[src/inc/sagr_params.svh]
// Constants for the speech amplifier, gain and ramp command decoder.
// Functional notes
// Speaker path: low enable only powers up.
// Line on positive pin: high enable only.
// Line on dedicated pin: both enables set.
// Line modes honour click-suppression bit on transitions.
// Gain command taken anytime, four-bit code.
// Gain code after reset is eight.
// Halt keeps gain; power-down restores it.
// Gain code maps to dB, mute, prohibited.
// Ramp command anytime; enable steps levels.
// Step size halves per selector increment.
// Transition time: difference times ceiling factor.
// Group period follows sample-rate family.
// Flash unlock ignored when sent over I2C.
// Unlock only on code match, never 0x69.
// Flash mode held until chip reset.
// Host sends unlock after power-up, serially.
// Watchdog clear taken anytime, zeroes counter.
// Analog setup ignored while busy or off.
// Analog setup fields reinitialised on power-down.
// Two-byte command acts only when complete.
`ifndef SAGR_PARAMS_SVH
`define SAGR_PARAMS_SVH

// Command opcodes, first byte.
`define SAG_OP_PUP        7'h00
`define SAG_OP_POWER_DOWN_CMD       7'h10
`define SAG_OP_ASETUP     6'h01
`define SAG_OP_GAIN       8'h08
`define SAG_OP_RAMP       8'h0c
`define SAG_OP_FLASH      8'h10
`define SAG_OP_WDCLR      8'h14
`define SAG_OP_HALT       4'h6

// Reset values and special codes.
`define SAG_GAIN_INIT     4'h8
`define SAG_LOCK_NEVER    8'h69
`define SAG_GAIN_MUTE     4'h0
`define SAG_GAIN_BAD_LO   4'h1
`define SAG_GAIN_BAD_HI   4'h2
`define SAG_GAIN_ZERO_DB  4'h9

// Clock rate and sampling-group periods in ns.
`define SAG_CLK_MHZ       40
`define SAG_TGRP_107_NS   23440
`define SAG_TGRP_64_NS    39060
`define SAG_TGRP_80_NS    31250
`define SAG_TGRP_110_NS   22680
`define SAG_TGRP_120_NS   20830
`define SAG_NS2CYC(t)     (((t) * `SAG_CLK_MHZ) / 1000)

// Ramp arithmetic: step scale and transition factor.
`define SAG_STEP_MAX      8'h80
`define SAG_RAMP_NUM      264
`define SAG_RAMP_DEN_LOG  8

// Default settle times in clock cycles.
`define SAG_PWR_SETTLE    16'h0100
`define SAG_ANA_SETTLE    16'h0400

`endif

[src/inc/sagr_pkg.sv]
// Types shared by the command decoder and its ramp engine.
`default_nettype none
package sagr_pkg;

	// Device power state, Gray coded along power-up then power-down.
	typedef enum logic [1:0] {
		SAG_PWR_DOWN = 2'h0,
		SAG_PWR_RISE = 2'h1,
		SAG_PWR_STBY = 2'h3,
		SAG_PWR_FALL = 2'h2
	} sag_pwr_e;

	// Which analogue output the board uses.
	typedef enum logic [1:0] {
		SAG_PATH_SPK  = 2'h0,
		SAG_PATH_SPP  = 2'h1,
		SAG_PATH_LINE_OUT_PIN = 2'h2
	} sag_path_e;

	// Sampling-rate family.
	typedef enum logic [2:0] {
		SAG_FAM_107 = 3'h0,
		SAG_FAM_64  = 3'h1,
		SAG_FAM_80  = 3'h2,
		SAG_FAM_110 = 3'h3,
		SAG_FAM_120 = 3'h4
	} sag_fam_e;

	// One received command byte.
	typedef struct packed {
		logic       valid;
		logic       first;
		logic       from_i2c;
		logic [7:0] data;
	} sag_byte_s;

	// Analogue setup fields.
	typedef struct packed {
		logic       amp_class_sel;
		logic       hpf;
		logic       fade_out;
		logic [1:0] dac_gain;
		logic [1:0] ain_gain;
		logic       amp_enable_high;
		logic       amp_enable_low;
		logic       click_sup;
	} sag_analog_s;

	// Ramp engine state.
	typedef struct packed {
		logic [15:0] grp_cnt;
		logic [7:0]  tick_cnt;
		logic [6:0]  level;
	} sag_ramp_s;

	// Decoder state.
	typedef struct packed {
		sag_pwr_e    pwr;
		logic        wait2;
		logic [7:0]  op;
		logic        op_i2c;
		sag_analog_s ana;
		logic        ana_on;
		logic        ana_trans;
		logic [15:0] ana_cnt;
		logic [15:0] pwr_cnt;
		logic [3:0]  gain;
		logic        ramp_en;
		logic [2:0]  step_sel;
		logic        flash_mode;
		logic        wd_clear;
	} sag_state_s;

endpackage : sagr_pkg
`default_nettype wire

[src/verilog/sag_cmd.sv]
// Command decoder for analogue setup, amplifier gain, ramping, flash unlock and watchdog clear.
`default_nettype none
`include "sagr_params.svh"
module sag_cmd
	import sagr_pkg::*;
#(
	// Settle times of the device and analogue power transitions.
	parameter logic [15:0] PWR_SETTLE = `SAG_PWR_SETTLE,
	parameter logic [15:0] ANA_SETTLE = `SAG_ANA_SETTLE
)
(
	// Clock, reset and enable.
	input  wire logic        sys_clk,
	input  wire logic        reset,
	input  wire logic        ce,
	// Command bytes from the serial or I2C front end.
	input  wire logic        byte_valid,
	input  wire logic        byte_first,
	input  wire logic        byte_from_i2c,
	input  wire logic [7:0]  byte_data,
	input  wire logic        cmd_abort,
	// Configuration and playback status.
	input  wire sag_path_e   out_path,
	input  wire sag_fam_e    rate_family,
	input  wire logic        playing,
	input  wire logic [7:0]  stored_prot_code,
	input  wire logic [6:0]  level_target,
	// Power and analogue status.
	output sag_pwr_e         power_state,
	output sag_analog_s      analog_setup,
	output logic             amp_on,
	output logic             click_sup_active,
	output logic             analog_busy,
	// Amplifier gain.
	output logic      [3:0]  amp_gain_code,
	output logic signed [7:0] amp_gain_db,
	output logic             amp_mute,
	output logic             amp_gain_bad,
	// Ramp.
	output logic             ramp_enable,
	output logic      [2:0]  ramp_step_sel,
	output logic      [7:0]  ramp_step_size,
	output logic      [6:0]  ramp_level,
	output logic             ramp_busy,
	// Flash passthrough and watchdog.
	output logic             flash_passthrough,
	output logic             watchdog_clear
);

	// Gain code to dB, mute and prohibited codes read as zero.
	function automatic logic signed [7:0] gain_db(input logic [3:0] code);
		case (code)
			4'hf: gain_db = 8'sd12;
			4'he: gain_db = 8'sd10;
			4'hd: gain_db = 8'sd8;
			4'hc: gain_db = 8'sd6;
			4'hb: gain_db = 8'sd4;
			4'ha: gain_db = 8'sd2;
			4'h9: gain_db = 8'sd0;
			4'h8: gain_db = -8'sd4;
			4'h7: gain_db = -8'sd8;
			4'h6: gain_db = -8'sd12;
			4'h5: gain_db = -8'sd18;
			4'h4: gain_db = -8'sd26;
			4'h3: gain_db = -8'sd34;
			default: gain_db = 8'sd0;
		endcase
	endfunction : gain_db

	// Analogue output powered for a given path and enable pair.
	function automatic logic path_on(input sag_path_e path, input sag_analog_s a);
		case (path)
			// speaker enable decode
			SAG_PATH_SPK:  path_on = !a.amp_enable_high && a.amp_enable_low;
			// positive pin decode
			SAG_PATH_SPP:  path_on = a.amp_enable_high && !a.amp_enable_low;
			// line pin decode
			SAG_PATH_LINE_OUT_PIN: path_on = a.amp_enable_high && a.amp_enable_low;
			default:       path_on = 1'b0;
		endcase
	endfunction : path_on

	// Sampling-group period in clock cycles for each rate family.
	function automatic logic [15:0] group_cycles(input sag_fam_e fam);
		case (fam)
			SAG_FAM_107: group_cycles = 16'(`SAG_NS2CYC(`SAG_TGRP_107_NS));
			SAG_FAM_64:  group_cycles = 16'(`SAG_NS2CYC(`SAG_TGRP_64_NS));
			SAG_FAM_80:  group_cycles = 16'(`SAG_NS2CYC(`SAG_TGRP_80_NS));
			SAG_FAM_110: group_cycles = 16'(`SAG_NS2CYC(`SAG_TGRP_110_NS));
			SAG_FAM_120: group_cycles = 16'(`SAG_NS2CYC(`SAG_TGRP_120_NS));
			default:     group_cycles = 16'(`SAG_NS2CYC(`SAG_TGRP_80_NS));
		endcase
	endfunction : group_cycles

	sag_state_s st;
	sag_state_s next_st;
	sag_byte_s  rx;

	// Incoming byte bundled for the decoder.
	assign rx = '{valid: byte_valid, first: byte_first, from_i2c: byte_from_i2c,
		data: byte_data};

	// Next-state logic: byte assembly, command decode and power sequencing.
	always_comb begin
		next_st          = st;
		// The watchdog clear is a single-cycle strobe.
		next_st.wd_clear = 1'b0;

		// Device power transitions run out their settle counts.
		case (st.pwr)
			SAG_PWR_RISE: begin
				if (st.pwr_cnt == 16'h0) begin
					next_st.pwr = SAG_PWR_STBY;
				end else begin
					next_st.pwr_cnt = st.pwr_cnt - 16'h1;
				end
			end
			SAG_PWR_FALL: begin
				if (st.pwr_cnt == 16'h0) begin
					next_st.pwr = SAG_PWR_DOWN;
				end else begin
					next_st.pwr_cnt = st.pwr_cnt - 16'h1;
				end
			end
			SAG_PWR_DOWN, SAG_PWR_STBY: begin
				// Stable states hold.
				next_st.pwr_cnt = st.pwr_cnt;
			end
			default: begin
				next_st.pwr = SAG_PWR_DOWN;
			end
		endcase

		// Analogue transition timer; click suppression spans it.
		if (st.ana_trans) begin
			if (st.ana_cnt == 16'h0) begin
				next_st.ana_trans = 1'b0;
			end else begin
				next_st.ana_cnt = st.ana_cnt - 16'h1;
			end
		end

		// partial command dropped
		if (cmd_abort) begin
			next_st.wait2 = 1'b0;
		end else if (rx.valid && st.wait2 && !rx.first) begin
			// Second byte completes a two-byte command.
			next_st.wait2 = 1'b0;
			case (st.op)
				// gain loaded anytime
				`SAG_OP_GAIN: begin
					if (st.pwr != SAG_PWR_DOWN) begin
						next_st.gain = rx.data[5:2];
					end
				end
				// ramp setup anytime
				`SAG_OP_RAMP: begin
					if (st.pwr != SAG_PWR_DOWN) begin
						next_st.ramp_en  = rx.data[0];
						next_st.step_sel = rx.data[3:1];
					end
				end
				`SAG_OP_FLASH: begin
					// I2C unlock ignored
					// code match unlock
					if (!st.op_i2c && st.pwr == SAG_PWR_STBY
							&& stored_prot_code != `SAG_LOCK_NEVER
							&& rx.data == stored_prot_code) begin
						next_st.flash_mode = 1'b1;
					end
				end
				default: begin
					// Analogue setup, the only other two-byte opcode kept here.
					// setup ignored when busy
					if (st.op[7:2] == `SAG_OP_ASETUP && st.pwr == SAG_PWR_STBY
							&& !playing && !st.ana_trans) begin
						next_st.ana = '{amp_class_sel: st.op[1], hpf: st.op[0],
							fade_out: rx.data[7], dac_gain: rx.data[6:5],
							ain_gain: rx.data[4:3], amp_enable_high: rx.data[2],
							amp_enable_low: rx.data[1], click_sup: rx.data[0]};
						next_st.ana_on = path_on(out_path, next_st.ana);
						// A change of output power starts a timed transition.
						if (next_st.ana_on != st.ana_on) begin
							next_st.ana_trans = 1'b1;
							next_st.ana_cnt   = ANA_SETTLE;
						end
					end
				end
			endcase
		end else if (rx.valid) begin
			// First byte of a new command; any half-taken one is discarded.
			next_st.wait2  = 1'b0;
			next_st.op     = rx.data;
			next_st.op_i2c = rx.from_i2c;
			if (rx.data == `SAG_OP_GAIN || rx.data == `SAG_OP_RAMP
					|| rx.data == `SAG_OP_FLASH || rx.data[7:2] == `SAG_OP_ASETUP) begin
				next_st.wait2 = 1'b1;
			end else if (rx.data[7:1] == `SAG_OP_PUP) begin
				// Power-up is the only command taken while powered down.
				if (st.pwr == SAG_PWR_DOWN) begin
					next_st.pwr     = SAG_PWR_RISE;
					next_st.pwr_cnt = PWR_SETTLE;
				end
			end else if (rx.data[7:1] == `SAG_OP_POWER_DOWN_CMD) begin
				if (st.pwr == SAG_PWR_STBY && !playing) begin
					next_st.pwr     = SAG_PWR_FALL;
					next_st.pwr_cnt = PWR_SETTLE;
					// setup fields reinitialised
					next_st.ana       = '0;
					next_st.ana_on    = 1'b0;
					next_st.ana_trans = 1'b0;
					next_st.ana_cnt   = '0;
					// gain restored on power-down
					next_st.gain      = `SAG_GAIN_INIT;
					next_st.ramp_en   = 1'b0;
					next_st.step_sel  = '0;
				end
			end else if (rx.data == `SAG_OP_WDCLR) begin
				// watchdog clear anytime
				next_st.wd_clear = st.pwr != SAG_PWR_DOWN;
			end else begin
				// Playback halt and other commands leave the gain untouched.
				next_st.gain = st.gain;
			end
		end

		// flash mode sticky
		if (st.flash_mode) begin
			next_st.flash_mode = 1'b1;
		end
	end

	// State register; reset brings every setting to its initial value.
	always_ff @(posedge sys_clk) begin
		if (reset) begin
			st <= '0;
			st.pwr <= SAG_PWR_DOWN;
			// gain initial code
			st.gain <= `SAG_GAIN_INIT;
		end else if (ce) begin
			st <= next_st;
		end
	end

	// Level ramp, paced by the sampling-group period of the rate family.
	sag_ramp u_ramp (
		.sys_clk   (sys_clk),
		.reset     (reset),
		.ce        (ce),
		.enable    (st.ramp_en),
		.step_sel  (st.step_sel),
		.group_cyc (group_cycles(rate_family)),
		.target    (level_target),
		.level     (ramp_level),
		.busy      (ramp_busy),
		.step_size (ramp_step_size)
	);

	// Status outputs, taken from the state register; click suppression also decodes out_path.
	assign power_state       = st.pwr;
	assign analog_setup      = st.ana;
	assign amp_on            = st.ana_on;
	assign analog_busy       = st.ana_trans;
	// click suppression on lines
	assign click_sup_active  = st.ana_trans && st.ana.click_sup && out_path != SAG_PATH_SPK;
	assign amp_gain_code     = st.gain;
	// gain code mapping
	assign amp_gain_db       = gain_db(st.gain);
	assign amp_mute          = st.gain == `SAG_GAIN_MUTE;
	assign amp_gain_bad      = st.gain == `SAG_GAIN_BAD_LO || st.gain == `SAG_GAIN_BAD_HI;
	assign ramp_enable       = st.ramp_en;
	assign ramp_step_sel     = st.step_sel;
	assign flash_passthrough = st.flash_mode;
	assign watchdog_clear    = st.wd_clear;

endmodule : sag_cmd
`default_nettype wire

[src/verilog/sag_ramp.sv]
// Level ramp engine stepping one level toward a target every ticks_per_level sampling groups.
`default_nettype none
`include "sagr_params.svh"
module sag_ramp
	import sagr_pkg::*;
(
	// Clock, reset and enable.
	input  wire logic        sys_clk,
	input  wire logic        reset,
	input  wire logic        ce,
	// Ramp setup.
	input  wire logic        enable,
	input  wire logic [2:0]  step_sel,
	input  wire logic [15:0] group_cyc,
	input  wire logic [6:0]  target,
	// Ramp output.
	output logic      [6:0]  level,
	output logic             busy,
	output logic      [7:0]  step_size
);

	// Group periods per level unit, the ceiling of 264 * 2^sel / 256.
	function automatic logic [7:0] ticks_per_level(input logic [2:0] sel);
		logic [15:0] num;
		num = 16'(`SAG_RAMP_NUM) << sel;
		ticks_per_level = 8'((num + 16'((1 << `SAG_RAMP_DEN_LOG) - 1)) >> `SAG_RAMP_DEN_LOG);
	endfunction : ticks_per_level

	sag_ramp_s st;
	sag_ramp_s next_st;

	// Step size is half as large for each selector increment.
	always_comb begin
		// step size scale
		step_size = `SAG_STEP_MAX >> step_sel;
	end

	// Next-state logic: count group periods, then move one level unit.
	always_comb begin
		next_st = st;
		if (!enable) begin
			// Without ramping the level jumps straight to the target.
			next_st.level    = target;
			next_st.grp_cnt  = '0;
			next_st.tick_cnt = '0;
		end else if (st.level != target) begin
			// group period count
			if (st.grp_cnt + 16'h1 >= group_cyc) begin
				next_st.grp_cnt = '0;
				// ceiling factor pacing
				if (st.tick_cnt + 8'h1 >= ticks_per_level(step_sel)) begin
					next_st.tick_cnt = '0;
					// stepwise move
					if (st.level < target) begin
						next_st.level = st.level + 7'h1;
					end else begin
						next_st.level = st.level - 7'h1;
					end
				end else begin
					next_st.tick_cnt = st.tick_cnt + 8'h1;
				end
			end else begin
				next_st.grp_cnt = st.grp_cnt + 16'h1;
			end
		end else begin
			// At target the counters rest so the next move starts clean.
			next_st.grp_cnt  = '0;
			next_st.tick_cnt = '0;
		end
	end

	// State register; the clock enable freezes everything.
	always_ff @(posedge sys_clk) begin
		if (reset) begin
			st <= '0;
		end else if (ce) begin
			st <= next_st;
		end
	end

	assign level = st.level;
	assign busy  = enable && (st.level != target);

endmodule : sag_ramp
`default_nettype wire

[config.mk]
export PLATFORM = sky130hd
export DESIGN_NAME = sag_cmd
export DESIGN_NICKNAME = d
export VERILOG_FILES = /design/src/inc/sagr_pkg.sv /design/src/verilog/sag_cmd.sv /design/src/verilog/sag_ramp.sv
export VERILOG_INCLUDE_DIRS = /design/src /design/src/inc
export SDC_FILE = /design/constraint.sdc
export NUM_CORES = 1
export LEC_CHECK = 0
export ABC_AREA = 1
export BUFFER_PORTS_ARGS = -buffer_cell sky130_fd_sc_hd__buf_2
export CAP_MARGIN = 20
export CORE_MARGIN = 3
export CORE_UTILIZATION = 40
export CTS_BUF_LIST = sky130_fd_sc_hd__clkbuf_8
export DETAILED_ROUTE_END_ITERATION = 12
export GPL_ROUTABILITY_DRIVEN = 1
export HOLD_SLACK_MARGIN = 0.06
export PLACE_DENSITY = 0.61
export SLEW_MARGIN = 20
export SYNTH_ARGS = -nofsm -noshare
export SYNTH_HDL_FRONTEND = slang
export SYNTH_SLANG_ARGS = --single-unit
[constraint.sdc]
create_clock -name sys_clk -period 3.1 [get_ports sys_clk]
set_clock_uncertainty 0.2 [all_clocks]
set_input_delay 0.31 -clock sys_clk [delete_from_list [all_inputs] [get_ports sys_clk]]
set_output_delay 0.31 -clock sys_clk [all_outputs]
set_load 0.02 [all_outputs]
* Yosys cells after proc, flatten, opt, wreduce, memory -nomap -nowiden
Memory sizes are Yosys's and may differ from the RTL's. A register that Yosys moved wholly into a read port is not among the register bits.
Cells that the tools add are included.
Widths: inputs -> output; s select.
** Cells by class
- Equality and inequality tests :: 36
- Reduce and logical (&&, ||, !) cells :: 52
- Muxes and demuxes :: 66
- Add/sub/neg operators :: 7
- Bitwise gates (word level) :: 2
- Shift-type cells :: 2
- Order comparisons :: 3
** Operators with widths (number)
- $mux 52 :: 3
- $mux 28 :: 4
- $mux 16 :: 6
- $mux 64 :: 1
- $mux 44 :: 1
- $pmux 11 s4 :: 1
- $mux 43 :: 1
- $mux 17 :: 2
- $eq 8x4->1 const B :: 4
- $logic_not 16->1 :: 2
- $mux 4 :: 8
- $pmux 16 s2 :: 1
- $sub 16x1->16 const B :: 2
- $mux 31 :: 1
- $reduce_and 9->1 :: 3
- $eq 8x5->1 const B :: 3
- $mux 24 :: 1
- $mux 8 :: 3
- $mux 7 :: 3
- $mux 1 :: 18
- $mux 2 :: 9
- $add 16x1->16 const B :: 1
- $add 16x8->16 const B :: 1
- $ge 16x11->1 :: 1
- other kinds (41) :: 88
** Storage, ports and cells
- ROM bits :: 112
- Bits of input ports :: 36
- Memories kept :: 1
- Output and inout bits :: 51
- Bits in registers :: 97
** Memory list
- (no name shown) :: depth 16, width 7, rd ports 1, clocked after memory_dff 1, write ports 0, RTL line sag_cmd.sv:52 : case (code)

* Depth between registers and ports, before layout
Gate-level depths: netlist of run 1.
- Depth in word-level cells :: 15
- Mapped depth :: 22

* Hierarchy
A second synthesis of run 1 with hierarchy kept.
** Second synthesis, totals
- Cells, all modules :: 1103
- Area total of the unflattened synthesis :: 7484.7 µm²
** Modules (own cells, without submodules)
- sag_cmd :: cells each 638, instances 1, area each 4418.0 µm²
- sag_ramp :: cells each 465, instances 1, area each 3066.7 µm²

* Least setup slack after synthesis of run 1
OpenSTA, ideal clock, no wires.
- Path kind :: register -> register
- Start point :: register u_ramp.st[15] (netlist bit)
- End point :: register u_ramp.st, in the netlist u_ramp.level[1]
- Setup slack :: 413 ps
- Cell stages (with the launch flop) :: 21
- Data arrival time :: 2374 ps
- Clock period less this slack :: 2687 ps
- Setup time :: 113 ps
- Cells stage by stage :: dfxtp_1 -> ha_1 -> nand3_2 -> nor2_4 -> xor2_1 -> ha_1 -> nand2_1 -> inv_1 -> nand2_1 -> nand2_1 -> nor2_1 -> nand2_1 -> nand2_1 -> nand2_1 -> nand2_1 -> nand4_2 -> nand3_2 -> buf_4 -> nand2_1 -> nand2_1 -> nor2_1
** On the way
- Word-level cells in the longest chain between the ends :: 4
** Ends and longest elaborated chain
- start: declaration :: RTL line sag_ramp.sv:29 : sag_ramp_s st;
- start signal: assignment :: RTL line sag_ramp.sv:77 : st <= next_st;
- $add 16x1->16 :: RTL line sag_ramp.sv:48 : if (st.grp_cnt + 16'h1 >= group_cyc) begin
- $ge 16x11->1 :: RTL line sag_ramp.sv:48
- $ne 2x1->1 (no line)
- $reduce_and 4->1 (no line)
Every way passes these cells.
A chain may end at the register's enable or synchronous reset.

* Worst setup path in the final report of run 1
- Start point :: register u_ramp.st[16] (netlist bit)
- End point :: register u_ramp.st[9] (netlist bit)
** On the way
- Word-level cells in the longest chain between the ends :: 4
** Ends and longest elaborated chain (RTL line)
- $add 16x1->16 :: sag_ramp.sv:48
- $ge 16x11->1 :: sag_ramp.sv:48
- $ne 3x2->1 (no line)
- $reduce_and 2->1 (no line)
Every way passes these cells.

==> results of run 1 <==
## through the flow
| step | std cells | setup WS [ps] | setup TNS, ps |
|---|---|---|---|
| after global placement | 1326 | 163.7 | 0 |
| final | 1353 | 250.9 | 0 |
| after CTS | 1351 | 52.36 | 0 |
| after floorplan | 1055 | 412.9 | 0 |
| after global routing | 1353 | -40.85 | -209.4 |
| after detailed placement | 1326 | 90.18 | 0 |
## synthesized netlist by cell type (3+ instances only)
library cell / count
nand4_1: 27
nor2_2: 4
nand3_1: 48
nor2_1: 136
nor3_1: 29
dfxtp_1: 103
a21oi_1: 63
buf_2: 6
nand2_1: 209
nand3_2: 19
inv_1: 151
nor4_1: 6
o21ai_1: 3
xnor2_1: 8
xor2_1: 30
o2111ai_1: 3
or2_2: 7
a21oi_2: 11
nand3b_1: 3
o21ai_0: 45
nand2_2: 6
ha_1: 46
nor2_4: 5
inv_2: 7
clkbuf_1: 13
buf_4: 32
## worst paths after layout
check                    start           endpoint  slack, ps  depth (start not counted)
max              u_ramp.st[16]       u_ramp.st[9]        250                         18
min reg2reg  flash_passthrough  flash_passthrough        250                          2
max reg2reg      u_ramp.st[16]       u_ramp.st[9]        250                         18
min            level_target[4]    u_ramp.level[4]         90                          5
## layer usage
| metal | share of wire | vias up | GRT usage | routed length (um) |
|---|---|---|---|---|
| met1 | 0.49 | 2994 | 0.2441 | 8642 |
| met5 | 0.00073 | - | 0 | 13 |
| met3 | 0.043 | 20 | 0.04364 | 755 |
| met4 | 0.016 | 2 | 0.03876 | 291 |
| met2 | 0.45 | 118 | 0.2998 | 7993 |
| li1 | - | 3491 | - | - |
## report_power, final
group | total [mW] | internal [mW] | switching [mW]
clock network | 0.926 | 0.458 | 0.468
logic | 0.953 | 0.348 | 0.604
registers | 1.49 | 1.41 | 0.0781
## sequential cells by signal, indices dropped and copies added (netlist names), 2 cells and up
register,count
amp_gain_db,6
ramp_step_sel,3
amp_gain_code,4
power_state,2
analog_setup,10
u_ramp.st,24
st,42
u_ramp.level,7
## cells by family after synthesis
group,share of synthesized area
buf+inv,0.1297
other cells,0.0005239
xor+xnor,0.04650
flops,0.2881
fa+ha+maj,0.08320
compound gates,0.1136
simple gates,0.3384
## area by class of cell
type / count / area share
Clock inverter: 2 / 0.004685
Multi-Input combinational cell: 740 / 0.5249
Inverter: 160 / 0.07559
Sequential cell: 103 / 0.2577
Tap cell: 225 / 0.03514
Clock buffer: 13 / 0.02233
Timing Repair Buffer: 110 / 0.07965
## worst min-delay path, cell delays in order
cell and delay (ps):
buf_2 90, nand2_1 40, o21ai_0 60, nor2_1 50, nor2_1 80
## timing repair
action | CTS | global route
resized for setup | 0 | 9
buffers inserted | 0 | 2
hold buffers | 10 | 0
hold endpoints to repair | 12 | 0
endpoints found under the setup margin | 0 | 28
==> results_dict.tcl, run 1 <==
set metrics [dict create \
    h-tree-depth 3 \
    path_cells "ha_1, nand3_2, nor2_4, xor2_2, ha_1, nand2_1, inv_1, nand2_1, nand2_1, nor2_1, nand2_1, nand2_1, nand2_1, nand2_1, nand4_4, nand2_4, nand2_1, a21oi_1" \
    crit_fanout 10 \
    hp-class "in -> reg" \
    relSlewSlack 0.5873 \
    critical_path_class "reg -> reg" \
    fillCellCount 1854 \
    dp_hpwl_um 13560 \
    layout.nets 1207 \
    syn-num-nets 1138 \
    n_antenna_cell 0 \
    areaGrowthSynthToFinish_pct 11.92 \
    die_w_um 139.8 \
    async_flop_share 0 \
    antenna_found_initial 1 \
    required_ps 3210 \
    fin_crit_ps 2849 \
    cp-end-kind "flop" \
    report.power.total_mw 3.364 \
    antenna_left 0 \
    mostFrequentLayoutCells "nand2_1, inv_1, nor2_1" \
    die_area_sq_um 19540 \
    cts_buffer_depth 2 \
    drt_iter0_markers 391 \
    yosysSeqAreaShare 0.2881 \
    outcome "completed" \
    grt-ovfl-total 0 \
    avgRoutedWirePerCell_um 13.08 \
    cpMaxStageDelayCell "dfxtp_1" \
    cpLargestDelayFamily "simple AND/OR/NAND/NOR gates" \
    drt_wl_total_um 17700 \
    dpl_cell_area_sq_um 7640 \
    synth_area_sq_um 7158 \
    ir_drop_uv 238.8 \
    rows 48 \
    setup_viol 0 \
    final_core_utilization 0.4600 \
    ys_ff_latch 103 \
    p_leak_nw 3.829 \
    core_area_sq_um 17420 \
    min_period_over_period 0.9191 \
    maxCapViolations 0 \
    hold_violations 0 \
    worstPathArrival_ps 2960 \
    cts_tree "done" \
    powerDensity_nw_per_um2 419.9 \
    routed_via_density 4.897 \
    cts_buffers 9 \
    final_common_cell "nand2_1" \
    layout-drive-gt1-share 0.1720 \
    initial_core_util 0.4110 \
    tightest_slew_ps 614.3 \
    rsz0062_at_grt "true" \
    multi_input_area_sq_um 4205 \
    seq_area_sq_um 2064 \
    drcViolationCount 0 \
    netlist_instances 1055 \
    grt_first_pass_wirelength_um 29730 \
    grt_pass1_vias 6174 \
    die_h_um 139.8 \
    clk_pin_slew_worst_paths_ps 110 \
    path_buf_inv 1 \
    cts_root_buf "clkbuf_8" \
    first_pass_iters 5 \
    synth_warnings 0 \
    synth.area.top_cells "dfxtp_1, nand2_1, ha_1" \
    start_kind "flop" \
    yosys.cell_types.count 54 \
    clock_latency_ps 390 \
    grt_max_degree 43 \
    drv_slew 0 \
    avgSynthCellArea_sq_um 6.785 \
    slowest_delay_ps 380 \
    synth.largest_area_cell "dfxtp_1" \
    io_pins 87 \
    numClockSinks 103 \
    port_buffers 85 \
    crit_top_cell "nand2_1" \
    grt_usage 0.1823 \
    vias 6625 \
    synth_top_area_frac 0.2881 \
    synth-main-ff-cell "dfxtp_1" \
    gp_congestion 0.8607 \
    fmax_mhz 351.0 \
    holdWs_ps 85.05 \
    fin_area_sq_um 8011 \
    synth_edf_count 0 \
]
(Power assumes the default switching activity.)
==> run 2, diff against run 1 <==
Settings changed: CTS_BUF_LIST sky130_fd_sc_hd__clkbuf_8 to sky130_fd_sc_hd__clkbuf_8 sky130_fd_sc_hd__clkbuf_16, PLACE_DENSITY 0.61 to 0.69.
==> run 2 against run 1 <==
  * Critical path depth fell by 4
  * Clock-buffer cell count did not move
  * Sequential power barely moved
  * Flip-flop and latch count did not move
  * Final area rose by 0.66%
  * Critical endpoint is now u_ramp.st[8]
==> results_dict.tcl, run 2 (synthesis results as in run 1) <==
set metrics [dict create \
    areaGrowthSynthToFinish_pct 12.66 \
    clock_latency_ps 360 \
    critPathLaunch "u_ramp.st[9]" \
    worstHoldEndpoint "st[62]" \
    required_ps 3190 \
    p_leak_nw 3.851 \
    fin_crit_ps 2863 \
    die_h_um 139.8 \
    report.power.total_mw 3.649 \
    final_core_utilization 0.4630 \
    slowest_delay_ps 420 \
    r2r_slack_ps 240 \
    die_area_sq_um 19540 \
    worstPathArrival_ps 2950 \
    clk_pin_slew_worst_paths_ps 70 \
    fmax_mhz 349.2 \
    numClockSinks 103 \
    antenna_left 0 \
    ir_drop_uv 269.6 \
    vias 6657 \
    routed_via_density 4.931 \
    intPower_mw 2.462 \
    powerDensity_nw_per_um2 452.5 \
    p_comb_frac 0.260 \
    dp_hpwl_um 13440 \
    cpMaxStageDelayCell "dfxtp_1" \
    start_kind "flop" \
    port_buffers 85 \
    cp-end-kind "flop" \
    grt_first_pass_wirelength_um 29300 \
    cts_tree "done" \
    hp-start "byte_data[7]" \
    final_common_cell "nand2_1" \
    cts_buffer_depth 2 \
    drt_wl_total_um 17710 \
    fillCellCount 1803 \
    dp.cells 1324 \
    p_clk_frac 0.333 \
    grt_max_degree 43 \
    hp-class "in -> reg" \
    top_register "st" \
    mostFrequentLayoutCells "nand2_1, inv_1, nor2_1" \
    core_area_sq_um 17420 \
    first_pass_iters 4 \
    gp_congestion 0.9367 \
    layout.nets 1202 \
    dpl_cell_area_sq_um 7625 \
    drt_iter0_markers 477 \
    grt_pass1_vias 6128 \
    grt-ovfl-total 0 \
    tightest_slew_ps 612.1 \
    antenna_found_initial 1 \
    maxCapViolations 0 \
    cts_root_buf "clkbuf_16" \
    largest_register_ffs 42 \
    io_pins 87 \
    avgRoutedWirePerCell_um 13.12 \
    critical_path_class "reg -> reg" \
    crit_fanout 6 \
    reg2reg_to "u_ramp.st[8]" \
    p_seq_frac 0.408 \
    drcViolationCount 0 \
    reg2reg_depth 14 \
    layout-drive-gt1-share 0.1719 \
    p_sw_mw 1.188 \
    drv_slew 0 \
    multi_input_area_sq_um 4217 \
    path_cells "and3_1, nand3_1, nor3_2, xor2_1, ha_1, nand2_1, nor2_1, a21boi_0, nor2_1, nand3_1, inv_2, nand2_1, nand3b_1, a21oi_1" \
    relSlewSlack 0.5914 \
    swShare 0.3254 \
    seq_area_sq_um 2062 \
    h-tree-depth 3 \
    rows 48 \
    die_w_um 139.8 \
    min_period_over_period 0.9237 \
    cts_buffers 9 \
    outcome "completed" \
    fin_area_sq_um 8064 \
    timing.rr.start "u_ramp.st[9]" \
    finalNonFillerCells 1350 \
    grt_usage 0.1789 \
    setup_viol 0 \
    initial_core_util 0.4110 \
    min_path_cells 3 \
    hold_violations 0 \
]
## run 2: metal layers
layer	wire length [um]	vias to the layer above	track usage
li1	-	3496	-
met1	8285	3000	0.2386
met2	8160	147	0.2937
met3	1088	12	0.04502
met4	166	2	0.03825
met5	7	-	0
## run 2: how the worst max path moves through the flow
stage / slack, ps / endpoint / cells after the start
floorplan: 410 / u_ramp.level[1] / 20
global placement: 250 / u_ramp.level[5] / 16
detailed placement: 180 / u_ramp.level[5] / 16
CTS: 130 / u_ramp.level[5] / 19
global route: -10 / u_ramp.st[10] / 17
finish: 240 / u_ramp.st[8] / 14
## run 2: final cells by class
cell class | count | area share
diodes | 2 | 0.0006206
clock buffers | 13 | 0.03476
clock inverters | 2 | 0.004655
inverters | 160 | 0.07510
multi-input cells | 741 | 0.5229
flip-flops and latches | 103 | 0.2557
well taps | 225 | 0.03491
repair buffers | 104 | 0.07137
## run 2: timing repair
item,in CTS,in global routing
gates resized for setup,0,8
buffers inserted,0,5
hold endpoints to repair,3,0
hold buffers,3,0
setup endpoints to repair,0,26
## run 2: worst max-delay path, delay by kind of cell (launching register included)
| kind | cells | cell delay (ps) |
|---|---|---|
| and+or+nand+nor | 9 | 1250 |
| xor gates and xnor gates | 1 | 240 |
| buffers and inverters | 1 | 130 |
| adders and majority gates | 1 | 280 |
| AOI/OAI and AO/OA | 2 | 270 |
| DFF | 1 | 420 |
## run 2: power groups by stage
stage / Clock, mW / Sequential, mW / Combinational, mW
floorplan: 0 / 1.50 / 0.761
global placement: 0 / 1.51 / 0.930
detailed placement: 0 / 1.52 / 0.942
CTS: 1.25 / 1.49 / 0.951
global route: 1.31 / 1.50 / 1.11
finish: 1.21 / 1.49 / 0.948
## run 2: stage by stage
stage	setup TNS, ps	setup WS [ps]	hold slack, ps
finish	0	236.5	66.44
CTS	0	127.1	60.55
global route	-11.10	-10.08	99.66
floorplan	0	412.9	229.7
detailed placement	0	181.2	248.0
global placement	0	250.7	238.9
